**src/hdl/seq_regs.svh**
```systemverilog
// Constants of the program sequencer: widths, register offsets and fields.
// Assumes inclusion by bare name from the sequencer package and module.
`ifndef SEQ_REGS_SVH
`define SEQ_REGS_SVH

`define ADDR_W          8
`define INSTR_W         16
`define ROM_DEPTH       256
`define INSTR_TOP_BIT   15
`define INSTR_JUMP_BIT  14
`define INSTR_OR_BIT    13
`define CLK_PERIOD_NS   5
`define XTAL_DIVIDE     2

`define OFF_CTRL        8'h00
`define OFF_START       8'h04
`define OFF_STATUS      8'h08
`define OFF_INSTR       8'h0c
`define OFF_SEQWORD     8'h10

`define CTRL_LOAD       0
`define CTRL_RUN        1
`define CTRL_STOP       2
`define CTRL_ARM        3
`define CTRL_SET        4
`define CTRL_STEP_SEL   5
`define CTRL_RUN_SEL    6

`define ST_MODE         8
`define ST_RUN_ON       9
`define ST_STEP_LSB     10
`define ST_GATED        12

`endif

```
**src/hdl/seq_pkg.sv**
```systemverilog
// Types shared by the program sequencer: clock modes and the state record.
// Assumes seq_regs.svh is on the include path.
`include "seq_regs.svh"

package seq_pkg;

  typedef enum logic {
    RUN_MODE,
    STEP_MODE
  } clkMode_e;

  typedef enum logic [1:0] {
    STEP_IDLE,
    STEP_ARMED,
    STEP_SET
  } step_e;

  typedef struct packed {
    logic [`ADDR_W-1:0]  addr;
    logic [`INSTR_W-1:0] instr;
    logic [`INSTR_W-1:0] seqWord;
    logic                seqLoad;
    logic                xtalPrev;
    logic                sysClk;
    logic                gatedClk;
    clkMode_e            mode;
    step_e               step;
    logic                runOn;
    logic                runPrev;
    logic                stopPrev;
    logic                armPrev;
    logic                setPrev;
    logic [`ADDR_W-1:0]  startSw;
    logic                swLoad;
    logic                pready;
    logic                pslverr;
    logic [31:0]         prdata;
  } seqState_s;

endpackage

```
**src/hdl/microprogram_sequencer.sv**
```systemverilog
// Program sequencer with gated system clock and an APB register port.
// Assumes all pin inputs are synchronous to clk_sys; the crystal input is
// sampled as a level and divided here, so it must be well below clk_sys/2.
`timescale 1ns/1ps
`include "seq_regs.svh"

module microprogram_sequencer
  import seq_pkg::*;
#(
  parameter logic [`ROM_DEPTH*`INSTR_W-1:0] ROM_IMAGE = '0
) (
  // Clock, reset and clock enable
  input  wire logic                clk_sys,
  input  wire logic                nrst,
  input  wire logic                ce,
  // Crystal and address sources
  input  wire logic                xtalIn,
  input  wire logic                addressLoadEnableN,
  input  wire logic [`ADDR_W-1:0]  startAddr,
  input  wire logic [`ADDR_W-1:0]  orBits,
  input  wire logic                addrClearN,
  // Clock mode controls
  input  wire logic                stepModeSelectN,
  input  wire logic                runModeSelectN,
  input  wire logic                runTrigger,
  input  wire logic                stopArm,
  input  wire logic                setPulse,
  // Instruction bus and clocks
  output logic [`INSTR_W-1:0]      instrBus,
  output logic [`ADDR_W-1:0]       progAddr,
  output logic                     seqLoadEn,
  output logic                     sysClkOut,
  output logic                     gatedClkOut,
  // APB slave
  input  wire logic                psel,
  input  wire logic                penable,
  input  wire logic                pwrite,
  input  wire logic [7:0]          paddr,
  input  wire logic [31:0]         pwdata,
  output logic [31:0]              prdata,
  output logic                     pready,
  output logic                     pslverr
);

  logic      rstMeta;
  logic      rstSync;
  seqState_s state_reg;
  seqState_s state_next;
  logic      xtalRise;
  logic      sysTick;
  logic      sysFall;
  logic      runFall;
  logic      stopFall;
  logic      armFall;
  logic      setFall;
  logic      pass;
  logic      loadReq;
  logic      apbSetup;
  logic      apbWrite;
  logic [6:0] ctrlPulse;

  function automatic logic [`INSTR_W-1:0] romWord(input logic [`ADDR_W-1:0] a);
    romWord = ROM_IMAGE[int'(a)*`INSTR_W +: `INSTR_W];
  endfunction

  // Reset is released through two flip-flops to avoid a metastable release.
  always_ff @(posedge clk_sys or negedge nrst) begin
    if (!nrst) begin
      rstMeta <= 1'b0;
      rstSync <= 1'b0;
    end else begin
      rstMeta <= 1'b1;
      rstSync <= rstMeta;
    end
  end

  always_comb begin
    state_next = state_reg;
    xtalRise   = xtalIn & ~state_reg.xtalPrev;
    sysTick    = xtalRise & ~state_reg.sysClk;
    sysFall    = xtalRise & state_reg.sysClk;
    runFall    = state_reg.runPrev & ~runTrigger;
    apbSetup   = psel & ~penable;
    apbWrite   = psel & penable & state_reg.pready & pwrite;
    ctrlPulse  = (apbWrite && paddr == `OFF_CTRL) ? pwdata[6:0] : 7'h00;
    stopFall   = (state_reg.stopPrev & ~stopArm) | ctrlPulse[`CTRL_STOP];
    armFall    = stopFall | ctrlPulse[`CTRL_ARM];
    setFall    = (state_reg.setPrev & ~setPulse) | ctrlPulse[`CTRL_SET];
    loadReq    = ~addressLoadEnableN | state_reg.swLoad;
    pass       = 1'b0;
    if (ce) begin
      state_next.xtalPrev = xtalIn;
      state_next.runPrev  = runTrigger;
      state_next.stopPrev = stopArm;
      state_next.setPrev  = setPulse;
      if (xtalRise) begin
        state_next.sysClk = ~state_reg.sysClk;
      end

      // Run select is applied first so a simultaneous step select wins.
      if (!runModeSelectN || ctrlPulse[`CTRL_RUN_SEL]) begin
        state_next.mode = RUN_MODE;
      end
      if (!stepModeSelectN || ctrlPulse[`CTRL_STEP_SEL]) begin
        state_next.mode = STEP_MODE;
      end

      if (stopFall || state_next.mode == STEP_MODE) begin
        state_next.runOn = 1'b0;
      end else if (runFall || ctrlPulse[`CTRL_RUN]) begin
        state_next.runOn = 1'b1;
      end

      if (state_reg.mode == RUN_MODE) begin
        pass = sysTick & state_reg.runOn;
      end else begin
        pass = sysTick & (state_reg.step == STEP_SET);
      end

      case (state_reg.step)
        STEP_IDLE: begin
          if (armFall) begin
            state_next.step = STEP_ARMED;
          end
        end
        STEP_ARMED: begin
          if (setFall) begin
            state_next.step = STEP_SET;
          end
        end
        STEP_SET: begin
          if (pass) begin
            state_next.step = STEP_IDLE;
          end
        end
        default: begin
          state_next.step = STEP_IDLE;
        end
      endcase
      if (state_next.mode != STEP_MODE) begin
        state_next.step = STEP_IDLE;
      end

      if (pass) begin
        state_next.gatedClk = 1'b1;
      end else if (sysFall) begin
        state_next.gatedClk = 1'b0;
      end

      // A software load request raised in the consuming cycle survives.
      if (pass && loadReq) begin
        state_next.swLoad = 1'b0;
      end
      if (ctrlPulse[`CTRL_LOAD]) begin
        state_next.swLoad = 1'b1;
      end

      if (!addrClearN) begin
        state_next.addr = '0;
      end else if (pass) begin
        if (loadReq) begin
          state_next.addr = state_reg.swLoad ? state_reg.startSw : startAddr;
        end else if (state_reg.seqLoad) begin
          state_next.seqWord = state_reg.instr;
          if (state_reg.instr[`INSTR_JUMP_BIT]) begin
            state_next.addr = state_reg.instr[`ADDR_W-1:0];
          end else if (state_reg.instr[`INSTR_OR_BIT]) begin
            state_next.addr = state_reg.addr | orBits;
          end else begin
            state_next.addr = state_reg.addr + 8'h01;
          end
        end else begin
          state_next.addr = state_reg.addr + 8'h01;
        end
      end

      state_next.instr   = romWord(state_next.addr);
      state_next.seqLoad = ~state_next.instr[`INSTR_TOP_BIT];

      if (apbWrite && paddr == `OFF_START) begin
        state_next.startSw = pwdata[`ADDR_W-1:0];
      end
      state_next.pready  = apbSetup;
      state_next.pslverr = 1'b0;
      state_next.prdata  = 32'h0000_0000;
      if (apbSetup) begin
        case (paddr)
          `OFF_CTRL: begin
            state_next.prdata = 32'h0000_0000;
          end
          `OFF_START: begin
            state_next.prdata[`ADDR_W-1:0] = state_reg.startSw;
          end
          `OFF_STATUS: begin
            state_next.prdata[`ADDR_W-1:0] = state_reg.addr;
            state_next.prdata[`ST_MODE]    = (state_reg.mode == STEP_MODE);
            state_next.prdata[`ST_RUN_ON]  = state_reg.runOn;
            state_next.prdata[`ST_STEP_LSB +: 2] = state_reg.step;
            state_next.prdata[`ST_GATED]   = state_reg.gatedClk;
          end
          `OFF_INSTR: begin
            state_next.prdata[`INSTR_W-1:0] = state_reg.instr;
          end
          `OFF_SEQWORD: begin
            state_next.prdata[`INSTR_W-1:0] = state_reg.seqWord;
          end
          default: begin
            state_next.pslverr = 1'b1;
          end
        endcase
      end
    end
  end

  always_ff @(posedge clk_sys or negedge rstSync) begin
    if (!rstSync) begin
      state_reg         <= '0;
      state_reg.mode    <= RUN_MODE;
      state_reg.step    <= STEP_IDLE;
      state_reg.xtalPrev <= 1'b1;
      state_reg.runPrev <= 1'b1;
      state_reg.stopPrev <= 1'b1;
      state_reg.setPrev <= 1'b1;
      state_reg.instr   <= ROM_IMAGE[`INSTR_W-1:0];
      state_reg.seqLoad <= ~ROM_IMAGE[`INSTR_TOP_BIT];
    end else begin
      state_reg <= state_next;
    end
  end

  assign instrBus    = state_reg.instr;
  assign progAddr    = state_reg.addr;
  assign seqLoadEn   = state_reg.seqLoad;
  assign sysClkOut   = state_reg.sysClk;
  assign gatedClkOut = state_reg.gatedClk;
  assign prdata      = state_reg.prdata;
  assign pready      = state_reg.pready;
  assign pslverr     = state_reg.pslverr;

  a_instr_from_rom: assert property (@(posedge clk_sys) disable iff (!rstSync)
    instrBus == romWord(progAddr)) else $error("Instruction bus does not match ROM.");

  a_seq_load_flag: assert property (@(posedge clk_sys) disable iff (!rstSync)
    ce && pass && !loadReq && addrClearN && seqLoadEn |=> state_reg.seqWord == $past(instrBus))
    else $error("Sequencer word not captured.");

  a_clear_wins: assert property (@(posedge clk_sys) disable iff (!rstSync)
    ce && !addrClearN |=> progAddr == 8'h00) else $error("Address not cleared.");

  a_load_start: assert property (@(posedge clk_sys) disable iff (!rstSync)
    ce && pass && addrClearN && !addressLoadEnableN && !state_reg.swLoad
    |=> progAddr == $past(startAddr)) else $error("Start address not loaded.");

  a_addr_increment: assert property (@(posedge clk_sys) disable iff (!rstSync)
    ce && pass && addrClearN && !loadReq && !seqLoadEn
    |=> progAddr == $past(progAddr) + 8'h01) else $error("Address did not step by one.");

  a_jump_target: assert property (@(posedge clk_sys) disable iff (!rstSync)
    ce && pass && addrClearN && !loadReq && seqLoadEn && instrBus[`INSTR_JUMP_BIT]
    |=> progAddr == $past(instrBus[7:0])) else $error("Jump target not taken.");

  a_or_bits: assert property (@(posedge clk_sys) disable iff (!rstSync)
    ce && pass && addrClearN && !loadReq && seqLoadEn && !instrBus[`INSTR_JUMP_BIT]
    && instrBus[`INSTR_OR_BIT] |=> progAddr == ($past(progAddr) | $past(orBits)))
    else $error("Address not OR'ed with external bits.");

  a_xtal_divide: assert property (@(posedge clk_sys) disable iff (!rstSync)
    ce && xtalIn && !state_reg.xtalPrev |=> sysClkOut != $past(sysClkOut))
    else $error("System clock did not toggle on crystal edge.");

  // In step mode the stop pin doubles as arm, so only run mode is held to this.
  a_stop_halts: assert property (@(posedge clk_sys) disable iff (!rstSync)
    ce && stopFall && state_reg.mode == RUN_MODE |=> !state_reg.runOn ##1 !pass)
    else $error("Stop did not halt clock.");

  a_single_step: assert property (@(posedge clk_sys) disable iff (!rstSync)
    ce && pass && state_reg.mode == STEP_MODE |=> state_reg.step != STEP_SET)
    else $error("Second step pulse allowed without rearm.");

  // Mode selection and the run gate.
  a_run_select: assert property (@(posedge clk_sys) disable iff (!rstSync)
    ce && !runModeSelectN && stepModeSelectN && !ctrlPulse[`CTRL_STEP_SEL]
    |=> state_reg.mode == RUN_MODE) else $error("Run mode not selected.");

  a_step_select: assert property (@(posedge clk_sys) disable iff (!rstSync)
    ce && !stepModeSelectN |=> state_reg.mode == STEP_MODE)
    else $error("Step mode not selected.");

  a_run_starts: assert property (@(posedge clk_sys) disable iff (!rstSync)
    ce && runFall && !stopFall && state_next.mode == RUN_MODE |=> state_reg.runOn)
    else $error("Run trigger did not open the gate.");

  a_run_gate: assert property (@(posedge clk_sys) disable iff (!rstSync)
    state_reg.mode == RUN_MODE && !state_reg.runOn |-> !pass)
    else $error("Pulse passed with the run gate closed.");

  // Selecting step mode must never leave the free-running gate open.
  a_step_mode_gate: assert property (@(posedge clk_sys) disable iff (!rstSync)
    state_reg.mode == STEP_MODE |-> !state_reg.runOn)
    else $error("Run gate open in step mode.");

  a_step_once: assert property (@(posedge clk_sys) disable iff (!rstSync)
    state_reg.mode == STEP_MODE && state_reg.step != STEP_SET |-> !pass)
    else $error("Step pulse passed without arm and set.");

  a_run_no_step: assert property (@(posedge clk_sys) disable iff (!rstSync)
    state_reg.mode == RUN_MODE |-> state_reg.step == STEP_IDLE)
    else $error("Step sequencer active in run mode.");

  // Clock division and the shape of the gated pulse.
  a_sysclk_hold: assert property (@(posedge clk_sys) disable iff (!rstSync)
    ce && !xtalRise |=> $stable(sysClkOut))
    else $error("System clock moved without a crystal edge.");

  a_gate_pulse: assert property (@(posedge clk_sys) disable iff (!rstSync)
    ce && pass |=> gatedClkOut) else $error("Gated clock did not rise on a pass.");

  a_gate_follows: assert property (@(posedge clk_sys) disable iff (!rstSync)
    ce && sysFall |=> !gatedClkOut)
    else $error("Gated clock did not fall with the system clock.");

  // Address sources: nothing but clear may move the address between pulses.
  a_addr_hold: assert property (@(posedge clk_sys) disable iff (!rstSync)
    ce && !pass && addrClearN |=> $stable(progAddr))
    else $error("Address moved without a clock pulse.");

  a_sw_load_first: assert property (@(posedge clk_sys) disable iff (!rstSync)
    ce && pass && addrClearN && state_reg.swLoad
    |=> progAddr == $past(state_reg.startSw))
    else $error("Software start address not loaded first.");

  a_seq_level: assert property (@(posedge clk_sys) disable iff (!rstSync)
    seqLoadEn == !instrBus[`INSTR_TOP_BIT])
    else $error("Load enable does not follow the top instruction bit.");

  // Register port: one wait-free access cycle, and a clean error on holes.
  a_apb_answer: assert property (@(posedge clk_sys) disable iff (!rstSync)
    ce && psel && !penable |=> pready) else $error("No ready after setup.");

  a_apb_drop: assert property (@(posedge clk_sys) disable iff (!rstSync)
    ce && pready && penable |=> !pready) else $error("Ready held past the access.");

  a_apb_hole: assert property (@(posedge clk_sys) disable iff (!rstSync)
    ce && psel && !penable && paddr > `OFF_SEQWORD |=> pslverr && prdata == 32'h0000_0000)
    else $error("Unmapped address not refused.");

endmodule

```
**config.mk**
```make
export PLATFORM = sky130hd
export DESIGN_NAME = microprogram_sequencer
export DESIGN_NICKNAME = d
export VERILOG_FILES = /design/src/hdl/seq_pkg.sv /design/src/hdl/microprogram_sequencer.sv
export VERILOG_INCLUDE_DIRS = /design/src /design/src/hdl
export SDC_FILE = /design/constraint.sdc
export NUM_CORES = 1
export LEC_CHECK = 0
export ABC_CLOCK_PERIOD_IN_PS = 3600
export BUFFER_PORTS_ARGS = -buffer_cell sky130_fd_sc_hd__buf_4
export CORE_MARGIN = 4
export CORE_UTILIZATION = 52
export CTS_BUF_LIST = sky130_fd_sc_hd__clkbuf_4 sky130_fd_sc_hd__clkbuf_8
export DETAILED_ROUTE_END_ITERATION = 10
export PLACE_DENSITY = 0.95
export SLEW_MARGIN = 20
export SYNTH_ARGS = -nofsm -noshare
export SYNTH_HDL_FRONTEND = slang
export SYNTH_SLANG_ARGS = --single-unit
```
**constraint.sdc**
```tcl
create_clock -name clk_sys -period 3.6 [get_ports clk_sys]
set_clock_uncertainty 0.05 [all_clocks]
set_input_delay 0.18 -clock clk_sys [delete_from_list [all_inputs] [get_ports clk_sys]]
set_output_delay 0.18 -clock clk_sys [all_outputs]
set_load 0.01 [all_outputs]
```
# [Yosys cells after proc, flatten, opt, wreduce, memory -nomap -nowiden]
# Index checks and enable logic that the tools add are counted.
[classes] addsub=1 eq_ne=9 n_shift=1 n_mux=30 bitwise=26 reduce_logical=22
[ops] cell="variable part select 4096 x 13 -> 16 bit, first input constant" n=1
[ops] cell="two-way mux 8 bit" n=8
[ops] cell="two-way mux 33 bit" n=1
[ops] cell="case mux 8 bit (4 select lines)" n=1
[ops] cell="equality test 8 x 4 -> 1 bit, second input constant" n=2
[ops] cell="case mux 5 bit (3 select lines)" n=1
[ops] cell="AND 1 bit" n=12
[ops] cell="two-way mux 1 bit" n=12
[ops] cell="AND reduction 2 bit" n=5
[ops] cell="inverter 1 bit" n=9
[ops] cell="adder 8 x 1 -> 8 bit, second input constant" n=1
[ops] cell="equality test 8 x 3 -> 1 bit, second input constant" n=1
[ops] cell="equality test 8 x 5 -> 1 bit, second input constant" n=1
[ops] cell="zero test 8 bit" n=1
[ops] cell="two-way mux 2 bit" n=4
[ops] cell="bitwise OR 8 bit" n=1
[ops] cell="two-way mux 7 bit" n=1
[ops] cell="inequality test 3 bit, second input constant" n=2
[ops] cell="case mux 2 bit (3 select lines)" n=1
[ops] cell="case mux 3 bit (2 select lines)" n=1
[ops] cell="nonzero test 2 bit" n=3
[ops] cell="AND reduction 5 bit" n=1
[ops] cell="OR reduction 5 bit" n=1
[ops] cell="logical OR 1 bit" n=4
[ops] cell="other kinds (8)" n=14
[totals] regBits=96 input_bits=70 out_inout_bits=61 elab_cells=109

# [Longest topological paths before layout]
# Gate-level depths: netlist (run 1).
[depth] ltp_word=12 depth_mapped=6 depth_no_buf=6

# [Least setup slack after synthesis (run 1)]
# Ideal clock, no wire load.
[synth_timing] path_kind="input -> register" start="input port paddr[4]" end="register state_reg[35] (netlist name)" setup_time_ns=0.125 arrival_ns=1.562 t_required_ns=3.425 slack_ns=1.863 path_stages=6 n_path_buf=1 path_cell_list="nor4_4 -> nand2_2 -> nor3b_4 -> and3_1 -> buf_6 -> mux2_4"
[synth_via] elab_chain_len=3
[synth_rtl] element="start: declaration" line="microprogram_sequencer.sv:38" source="input wire logic [7:0] paddr,"
[synth_rtl] element="equality test 8 x 3 -> 1 bit"
[synth_rtl] element="logical AND 1 bit (no line)"
[synth_rtl] element="AND reduction 2 bit (no line)"
[synth_rtl] element="end signal: assignment" line="microprogram_sequencer.sv:227" source="state_reg <= state_next;"
[synth_rtl] element="end: declaration" line="microprogram_sequencer.sv:47" source="seqState_s state_reg;"
# No other way between the ends.
# A chain may end at the register's enable or synchronous reset.

# [Worst setup path after layout (run 1)]
[layout_timing] start="register state_reg[49] (netlist name)" end="register state_reg (netlist bit progAddr[7])"
[layout_via] elab_chain_len=7
[layout_rtl] element="equality test 2 bit" line="microprogram_sequencer.sv:117" source="pass = sysTick & (state_reg.step == STEP_SET);"
[layout_rtl] element="AND 1 bit" line="microprogram_sequencer.sv:117"
[layout_rtl] element="two-way mux 1 bit" line="microprogram_sequencer.sv:114" source="if (state_reg.mode == RUN_MODE) begin"
[layout_rtl] element="two-way mux 1 bit" line="microprogram_sequencer.sv:91" source="if (ce) begin"
[layout_rtl] element="two-way mux 8 bit" line="microprogram_sequencer.sv:160" source="end else if (pass) begin"
[layout_rtl] element="two-way mux 8 bit" line="microprogram_sequencer.sv:158" source="if (!addrClearN) begin"
[layout_rtl] element="two-way mux 8 bit" line="microprogram_sequencer.sv:91"
# No other way between the ends. The select of a mux whose other input is x is not followed.

==> flow_metrics.env, run 1 <==
export IMPL_path_depth=5
export IMPL_status="completed"
export IMPL_r2r_slack_ns=1.57
export IMPL_synth_warning_count=0
export IMPL_ios=131
export IMPL_die_area_um2=6400
export IMPL_synth_ff_type="dfrtp_1"
export IMPL_synth_edf_count=0
export IMPL_rows=25
export IMPL_hold_viol=0
export IMPL_yosysSeqAreaShare=0.411
export IMPL_drt_iter0_markers=226
export IMPL_worst_endpoint_arrival_ns=2.20
export IMPL_min_period_over_period=0.563
export IMPL_routabilityCongestion=0.868
export IMPL_seq_power_share=0.443
export IMPL_wl_per_cell_um=15.6
export IMPL_cp_endpoint="progAddr[7]"
export IMPL_cts_buffer_depth=2
export IMPL_layout_setup_ws_ns=1.57
export IMPL_crit_required_ns=3.78
export IMPL_synthToLayoutAreaGrowth_pct=14.4
export IMPL_cellPowerDensity_nw_per_um2=406
export IMPL_cp_startpoint="state_reg[49]"
export IMPL_reg2reg_depth=5
export IMPL_period_minus_slack_ns=2.03
export IMPL_hold_class="input pin to flip-flop"
export IMPL_async_flop_share=1.00
export IMPL_r2r_end="progAddr[7]"
export IMPL_ctsHtreeMaxLevel=2
export IMPL_synth_seq_cells=44
export IMPL_start_kind="flip-flop"
export IMPL_pwr_share_comb=0.142
export IMPL_cp_top_family="compound AO/OA/AOI/OAI gates"
export IMPL_drcViolationCount=0
export IMPL_dp_hpwl_mm=4.51
export IMPL_synth_cell_types=48
export IMPL_largest_register_ffs=17
export IMPL_vdd_ir_drop_max_uv=237
export IMPL_crit_path_max_fanout=8
export IMPL_die_h_um=80.0
export IMPL_synth_top_area_frac=0.372
export IMPL_cts_resized=0
export IMPL_netlist_top_cells_area="dfrtp_1, buf_4, mux2_4"
export IMPL_synth_area_um2=2690
export IMPL_overflow=0
export IMPL_rsz0062_at_grt="no"
export IMPL_leakagePower_uw=0.00149
export IMPL_grt_pass1_wl_mm=9.41
export IMPL_switchingPower_uw=297
export IMPL_ant_nets=0
export IMPL_clk_transition_reported_paths_ns=0.08
export IMPL_path_cells="nor2b_1 -> o2111ai_1 -> a21boi_1 -> a21oi_1 -> o22ai_1"
export IMPL_dpl_worst_slack_ns=1.29
export IMPL_p_int_uw=955
export IMPL_diodes=0
export IMPL_r2r_start="state_reg[49]"
export IMPL_postCtsHoldBufs=1
export IMPL_tightestPinTransition_ns=0.637
export IMPL_grt_pass1_vias=2010
export IMPL_start_util=0.552
export IMPL_cts_buffers=5
export IMPL_nNetsFinal=385
export IMPL_end_kind="flip-flop"
export IMPL_max_freq_mhz=493
export IMPL_port_buffers=62
export IMPL_grt_usage=0.187
export IMPL_setup_viol=0
export IMPL_postCtsSetupBuffers=0
export IMPL_die_width_um=80.0
export IMPL_critPathKind="flip-flop to flip-flop"
export IMPL_yosys_area_top_type="dfrtp_1"
export IMPL_clock_power_share=0.415
export IMPL_antenna_found_initial=0
export IMPL_root_buffer="clkbuf_8"
export IMPL_cts_tree="done"
export IMPL_slowest_delay_ns=0.61
export IMPL_vias_per_cell=5.39
export IMPL_clock_latency_ns=0.30
export IMPL_avgSynthCellArea_um2=9.83
export IMPL_critPathBufInv=0
export IMPL_clock_sinks=44
export IMPL_crit_slowest_cell="a21boi_1"
export IMPL_num_vias=2058
export IMPL_synth_cells=274
export IMPL_slew_viol_final=0
export IMPL_maxCapViolations=0
export IMPL_drtPass1Iterations=4
export IMPL_drt_total_wl_mm=5.96
export IMPL_drive_above_1_share=0.305
export IMPL_p_sw_frac=0.237
export IMPL_grt_max_degree=43
export IMPL_core_area_um2=4880
export IMPL_maxSlewHeadroom=0.573
export IMPL_tns_ns=0
[placed cells by master (no fill, tap or decap), drive strengths merged, types with 2 or more instances in the layout]
cell / Yosys / final
bufinv: 0 / 3
mux2: 13 / 13
a211oi: 2 / 2
and2: 3 / 3
nor3b: 5 / 5
o2bb2ai: 13 / 13
nand2: 23 / 23
a22o: 2 / 2
and4: 3 / 3
inv: 9 / 9
nand2b: 2 / 2
dfrtp: 40 / 40
clkbuf: 8 / 5
dfstp: 4 / 4
nor2: 17 / 17
conb: 2 / 37
xnor2: 3 / 3
and3: 3 / 3
nand3: 6 / 6
nand4: 3 / 3
mux2i: 3 / 3
nor2b: 4 / 4
a22oi: 8 / 8
o21ai: 9 / 9
buf: 58 / 63
or2: 2 / 2
a21oi: 12 / 12
o311ai: 2 / 2
[metal layers]
layer,wire (um),GRT usage
met5,0,0
met3,488,0.0576
met2,3020,0.314
met1,2330,0.231
met4,114,0.0541
[Yosys cell counts (3+ instances only)]
cell type  number
buf_4          57
dfrtp_1        40
nand2_1        22
nor2_1         17
o2bb2ai_1      13
a21oi_1        12
inv_1           9
o21ai_0         9
a22oi_1         8
clkbuf_1        8
mux2_4          8
nand3_1         6
mux2_2          5
dfstp_2         4
nor2b_1         4
and2_1          3
and3_1          3
mux2i_1         3
nand4_1         3
nor3b_1         3
xnor2_1         3
[worst min path at each step]
stage                          from            end  slack (ns)  cells after the start
after floorplan                nrst        rstMeta       -0.17                      0
after global placement         nrst        rstMeta       -0.09                      1
after detailed placement       nrst        rstMeta       -0.09                      1
after CTS                 pwdata[7]  state_reg[42]        0.06                      2
after global routing      pwdata[7]  state_reg[42]        0.05                      2
final                     pwdata[7]  state_reg[42]        0.06                      2
[kinds of logic after synthesis]
group                      Yosys count  share of synthesized area
muxes                               16                     0.0766
and+or+nand+nor                     73                      0.149
other                                2                    0.00279
buffers and inverters               75                      0.187
adders and majority gates            1                    0.00464
DFF                                 44                      0.411
xor gates and xnor gates             4                     0.0130
AOI/OAI and AO/OA                   59                      0.157
[power by group through the flow]
stage,combinational [uW],sequential (uW),clock [uW]
floorplan,119,569,0
global placement,171,562,0
detailed placement,177,563,0
CTS,179,554,530
global route,198,559,553
finish,178,554,520
[per-stage QoR]
stage	cell area (um2)	utilization	hold slack [ns]	cells	total power (uW)
floorplan	2830	-	-0.166	309	688
global placement	2910	0.597	-0.0875	373	733
detailed placement	2910	0.597	-0.0852	373	741
CTS	3080	0.632	0.0553	382	1260
global route	3080	0.632	0.0511	382	1310
finish	3080	0.632	0.0590	382	1250
[layout make-up]
class / instances / area, um2
Multi-Input combinational cell: 190 / 1220
Clock inverter: 3 / 90.1
Tap cell: 67 / 83.8
Fill cell: 398 / 1800
Inverter: 9 / 33.8
Timing Repair Buffer: 64 / 483
Clock buffer: 5 / 68.8
Sequential cell: 44 / 1110
Note: power is estimated with default switching activity, not from simulation.
==> run 2: changes to the inputs <==
--- a/config.mk
+++ b/config.mk
@@ -6,13 +6,14 @@
 export SDC_FILE = /design/constraint.sdc
 export NUM_CORES = 1
 export LEC_CHECK = 0
-export ABC_CLOCK_PERIOD_IN_PS = 3600
+export ABC_AREA = 1
+export ABC_CLOCK_PERIOD_IN_PS = 1750
 export BUFFER_PORTS_ARGS = -buffer_cell sky130_fd_sc_hd__buf_4
 export CORE_MARGIN = 4
-export CORE_UTILIZATION = 52
+export CORE_UTILIZATION = 44
 export CTS_BUF_LIST = sky130_fd_sc_hd__clkbuf_4 sky130_fd_sc_hd__clkbuf_8
 export DETAILED_ROUTE_END_ITERATION = 10
-export PLACE_DENSITY = 0.95
+export PLACE_DENSITY = 0.91
 export SLEW_MARGIN = 20
 export SYNTH_ARGS = -nofsm -noshare
 export SYNTH_HDL_FRONTEND = slang
==> constraint.sdc (replaced) <==
create_clock -name clk_sys -period 1.75 [get_ports clk_sys]
set_clock_uncertainty 0.05 [all_clocks]
set_input_delay 0.0875 -clock clk_sys [delete_from_list [all_inputs] [get_ports clk_sys]]
set_output_delay 0.0875 -clock clk_sys [all_outputs]
set_load 0.01 [all_outputs]
==> run 2 against run 1 <==
  * Worst setup slack got worse by 1.4 ns
  * Clock-buffer cell count rose by 2
  * Die area rose by 20%
  * Area after synthesis rose by 3.3%
  * Cell count rose by 24%
  * Clock power rose by 26%
==> flow_metrics.env, run 2 <==
export IMPL_status="completed"
export IMPL_clk_transition_reported_paths_ns=0.08
export IMPL_highest_layer="met4"
export IMPL_ctsHtreeMaxLevel=2
export IMPL_critPathKind="flip-flop to flip-flop"
export IMPL_hold_start="startAddr[6]"
export IMPL_rows=28
export IMPL_end_kind="flip-flop"
export IMPL_synth_cells=336
export IMPL_wl_per_cell_um=14.2
export IMPL_num_fill_cells=580
export IMPL_tns_ns=0
export IMPL_period_minus_slack_ns=1.61
export IMPL_drt_total_wl_mm=6.73
export IMPL_drt_met1_wl_mm=2.74
export IMPL_port_buffers=62
export IMPL_drcViolationCount=0
export IMPL_synth_top_area_frac=0.360
export IMPL_tightestPinTransition_ns=0.526
export IMPL_dp_hpwl_mm=5.20
export IMPL_register_area_um2=1110
export IMPL_cellPowerDensity_nw_per_um2=767
export IMPL_drt_iter0_markers=143
export IMPL_clock_latency_ns=0.30
export IMPL_synth_warning_count=0
export IMPL_dpl_worst_slack_ns=0.113
export IMPL_multiInputGateArea_um2=1210
export IMPL_clock_power_share=0.259
export IMPL_p_sw_frac=0.326
export IMPL_ios=131
export IMPL_root_buffer="clkbuf_8"
export IMPL_rsz0062_at_grt="no"
export IMPL_die_width_um=87.5
export IMPL_num_vias=2311
export IMPL_die_h_um=87.5
export IMPL_ant_nets=0
export IMPL_drtPass1Iterations=4
export IMPL_routabilityCongestion=0.884
export IMPL_clock_sinks=44
export IMPL_synth_area_um2=2780
export IMPL_die_area_um2=7660
export IMPL_cts_buffer_depth=2
export IMPL_switchingPower_uw=824
export IMPL_leakagePower_uw=0.00168
export IMPL_vias_per_cell=4.90
export IMPL_slew_viol_final=0
export IMPL_setup_viol=0
export IMPL_yosys_area_top_type="dfrtp_1"
export IMPL_max_freq_mhz=620
export IMPL_cts_buffers=5
export IMPL_post_route_util=0.546
export IMPL_synth_edf_count=0
export IMPL_met2_length_mm=3.36
export IMPL_core_area_um2=6030
export IMPL_grt_pass1_vias=2226
export IMPL_wl_met3_um=559
export IMPL_nNetsFinal=467
export IMPL_crit_required_ns=1.93
export IMPL_maxCapViolations=0
export IMPL_final_common_cell="buf_4"
export IMPL_post_synth_top_count_cell="nand2_1"
export IMPL_hold_viol=0
export IMPL_start_kind="flip-flop"
export IMPL_layout_setup_ws_ns=0.138
export IMPL_synth_ff_type="dfrtp_1"
export IMPL_p_int_uw=1700
export IMPL_cts_tree="done"
export IMPL_final_cell_mix="buf_4, nand2_1, dfrtp_1, conb_1, inv_1"
export IMPL_crit_path_max_fanout=4
export IMPL_min_period_over_period=0.921
export IMPL_start_util=0.462
export IMPL_worst_endpoint_arrival_ns=1.79
export IMPL_synthToLayoutAreaGrowth_pct=18.2
export IMPL_hold_class="input pin to flip-flop"
export IMPL_grt_max_degree=43
export IMPL_grt_pass1_wl_mm=10.6
export IMPL_async_flop_share=1.00
export IMPL_fin_cells=472
export IMPL_synth_seq_cells=44
export IMPL_seq_power_share=0.466
export IMPL_place_inst=450
export IMPL_r2r_start="state_reg[48]"
export IMPL_fin_hold_ws_ns=0.0274
export IMPL_diodes=0
export IMPL_synth_cell_types=44
export IMPL_yosysSeqAreaShare=0.397
export IMPL_antenna_found_initial=0
export IMPL_maxSlewHeadroom=0.649
export IMPL_grt_usage=0.178
export IMPL_r2r_slack_ns=0.14
export IMPL_netlist_top_cells_area="dfrtp_1, buf_4, nand2_1"
export IMPL_largest_register_ffs=17
export IMPL_drive_above_1_share=0.295
export IMPL_pwr_share_comb=0.275
export IMPL_cp_startpoint="state_reg[48]"
export IMPL_overflow=0
export IMPL_avgSynthCellArea_um2=8.29
export IMPL_yosys_top_cells_count="nand2_1, buf_4, dfrtp_1"
export IMPL_vdd_ir_drop_max_uv=423
[run 2: cell count changes after synthesis, sizes merged, moves of 5 or more]
cell	previous run	this run
nand2	23	66
inv	9	36
nand3	6	26
o21ai	9	28
o2bb2ai	13	0
a22oi	8	0
mux2	13	5
o22ai	1	9
a21oi	12	6
nor3b	5	0
[run 2: path summary, 6_finish.rpt]
kind | cells past startpoint | to
setup / recovery | 11 | progAddr[7]
hold / removal | 3 | progAddr[6]
setup reg to reg | 11 | progAddr[7]
hold reg to reg | 1 | pslverr
max in group asynchronous | 1 | state_reg[53]
min in group asynchronous | 2 | rstMeta
[run 2: what timing repair did]
action                                  CTS  global route
setup buffers                             0             4
endpoints found under the hold margin    11             0
hold buffers                             10             0
resized for setup                         0             4
endpoints found under the setup margin    0             7
[run 2: cell families after synthesis]
logic type	count (synthesis)	synth area share
adder cells (fa/ha/maj)	1	0.00449
multiplexers	5	0.0256
XOR/XNOR	4	0.0126
buffers and inverters	102	0.218
flip-flops	44	0.397
other	2	0.00270
AO/OA/AOI/OAI	55	0.120
AND/OR/NAND/NOR	123	0.219
[run 2: cell type report]
class                           count  share of cell area
Clock buffer                        7              0.0255
Clock inverter                      1             0.00152
Inverter                           37              0.0426
Multi-Input combinational cell    225               0.369
Sequential cell                    44               0.336
Tap cell                           75              0.0285
Timing Repair Buffer               83               0.197
[run 2: power by group through the flow]
| stage | registers (uW) | logic, uW | clock network (uW) |
|---|---|---|---|
| 6_report | 1180 | 695 | 653 |
| 2_1_floorplan | 1180 | 473 | 0 |
| 4_1_cts | 1170 | 653 | 667 |
| 3_5_place_dp | 1190 | 632 | 0 |
| 5_1_grt | 1180 | 772 | 722 |
| 3_3_place_gp | 1190 | 608 | 0 |
[run 2: per-layer routing]
layer	global-route usage	vias up
li1	-	1122
met1	0.232	1080
met2	0.303	102
met3	0.0433	7
met4	0.0363	0
met5	0	-
[run 2: per-stage QoR]
stage	power, uW	cell area [um2]
2_1_floorplan	1660	2920
3_3_place_gp	1800	3060
3_5_place_dp	1830	3060
4_1_cts	2490	3250
5_1_grt	2680	3290
6_report	2520	3290
[run 2: critical path, stage by stage (launching register included)]
cell and delay [ns]:
dfrtp_1 0.41, inv_2 0.08, nand2_1 0.08, o21ai_2 0.18, nand2_2 0.09, nor2_4 0.12, inv_2 0.06, nor2_4 0.17
inv_2 0.08, nor2_1 0.10, nand2_1 0.06, o21ai_1 0.06
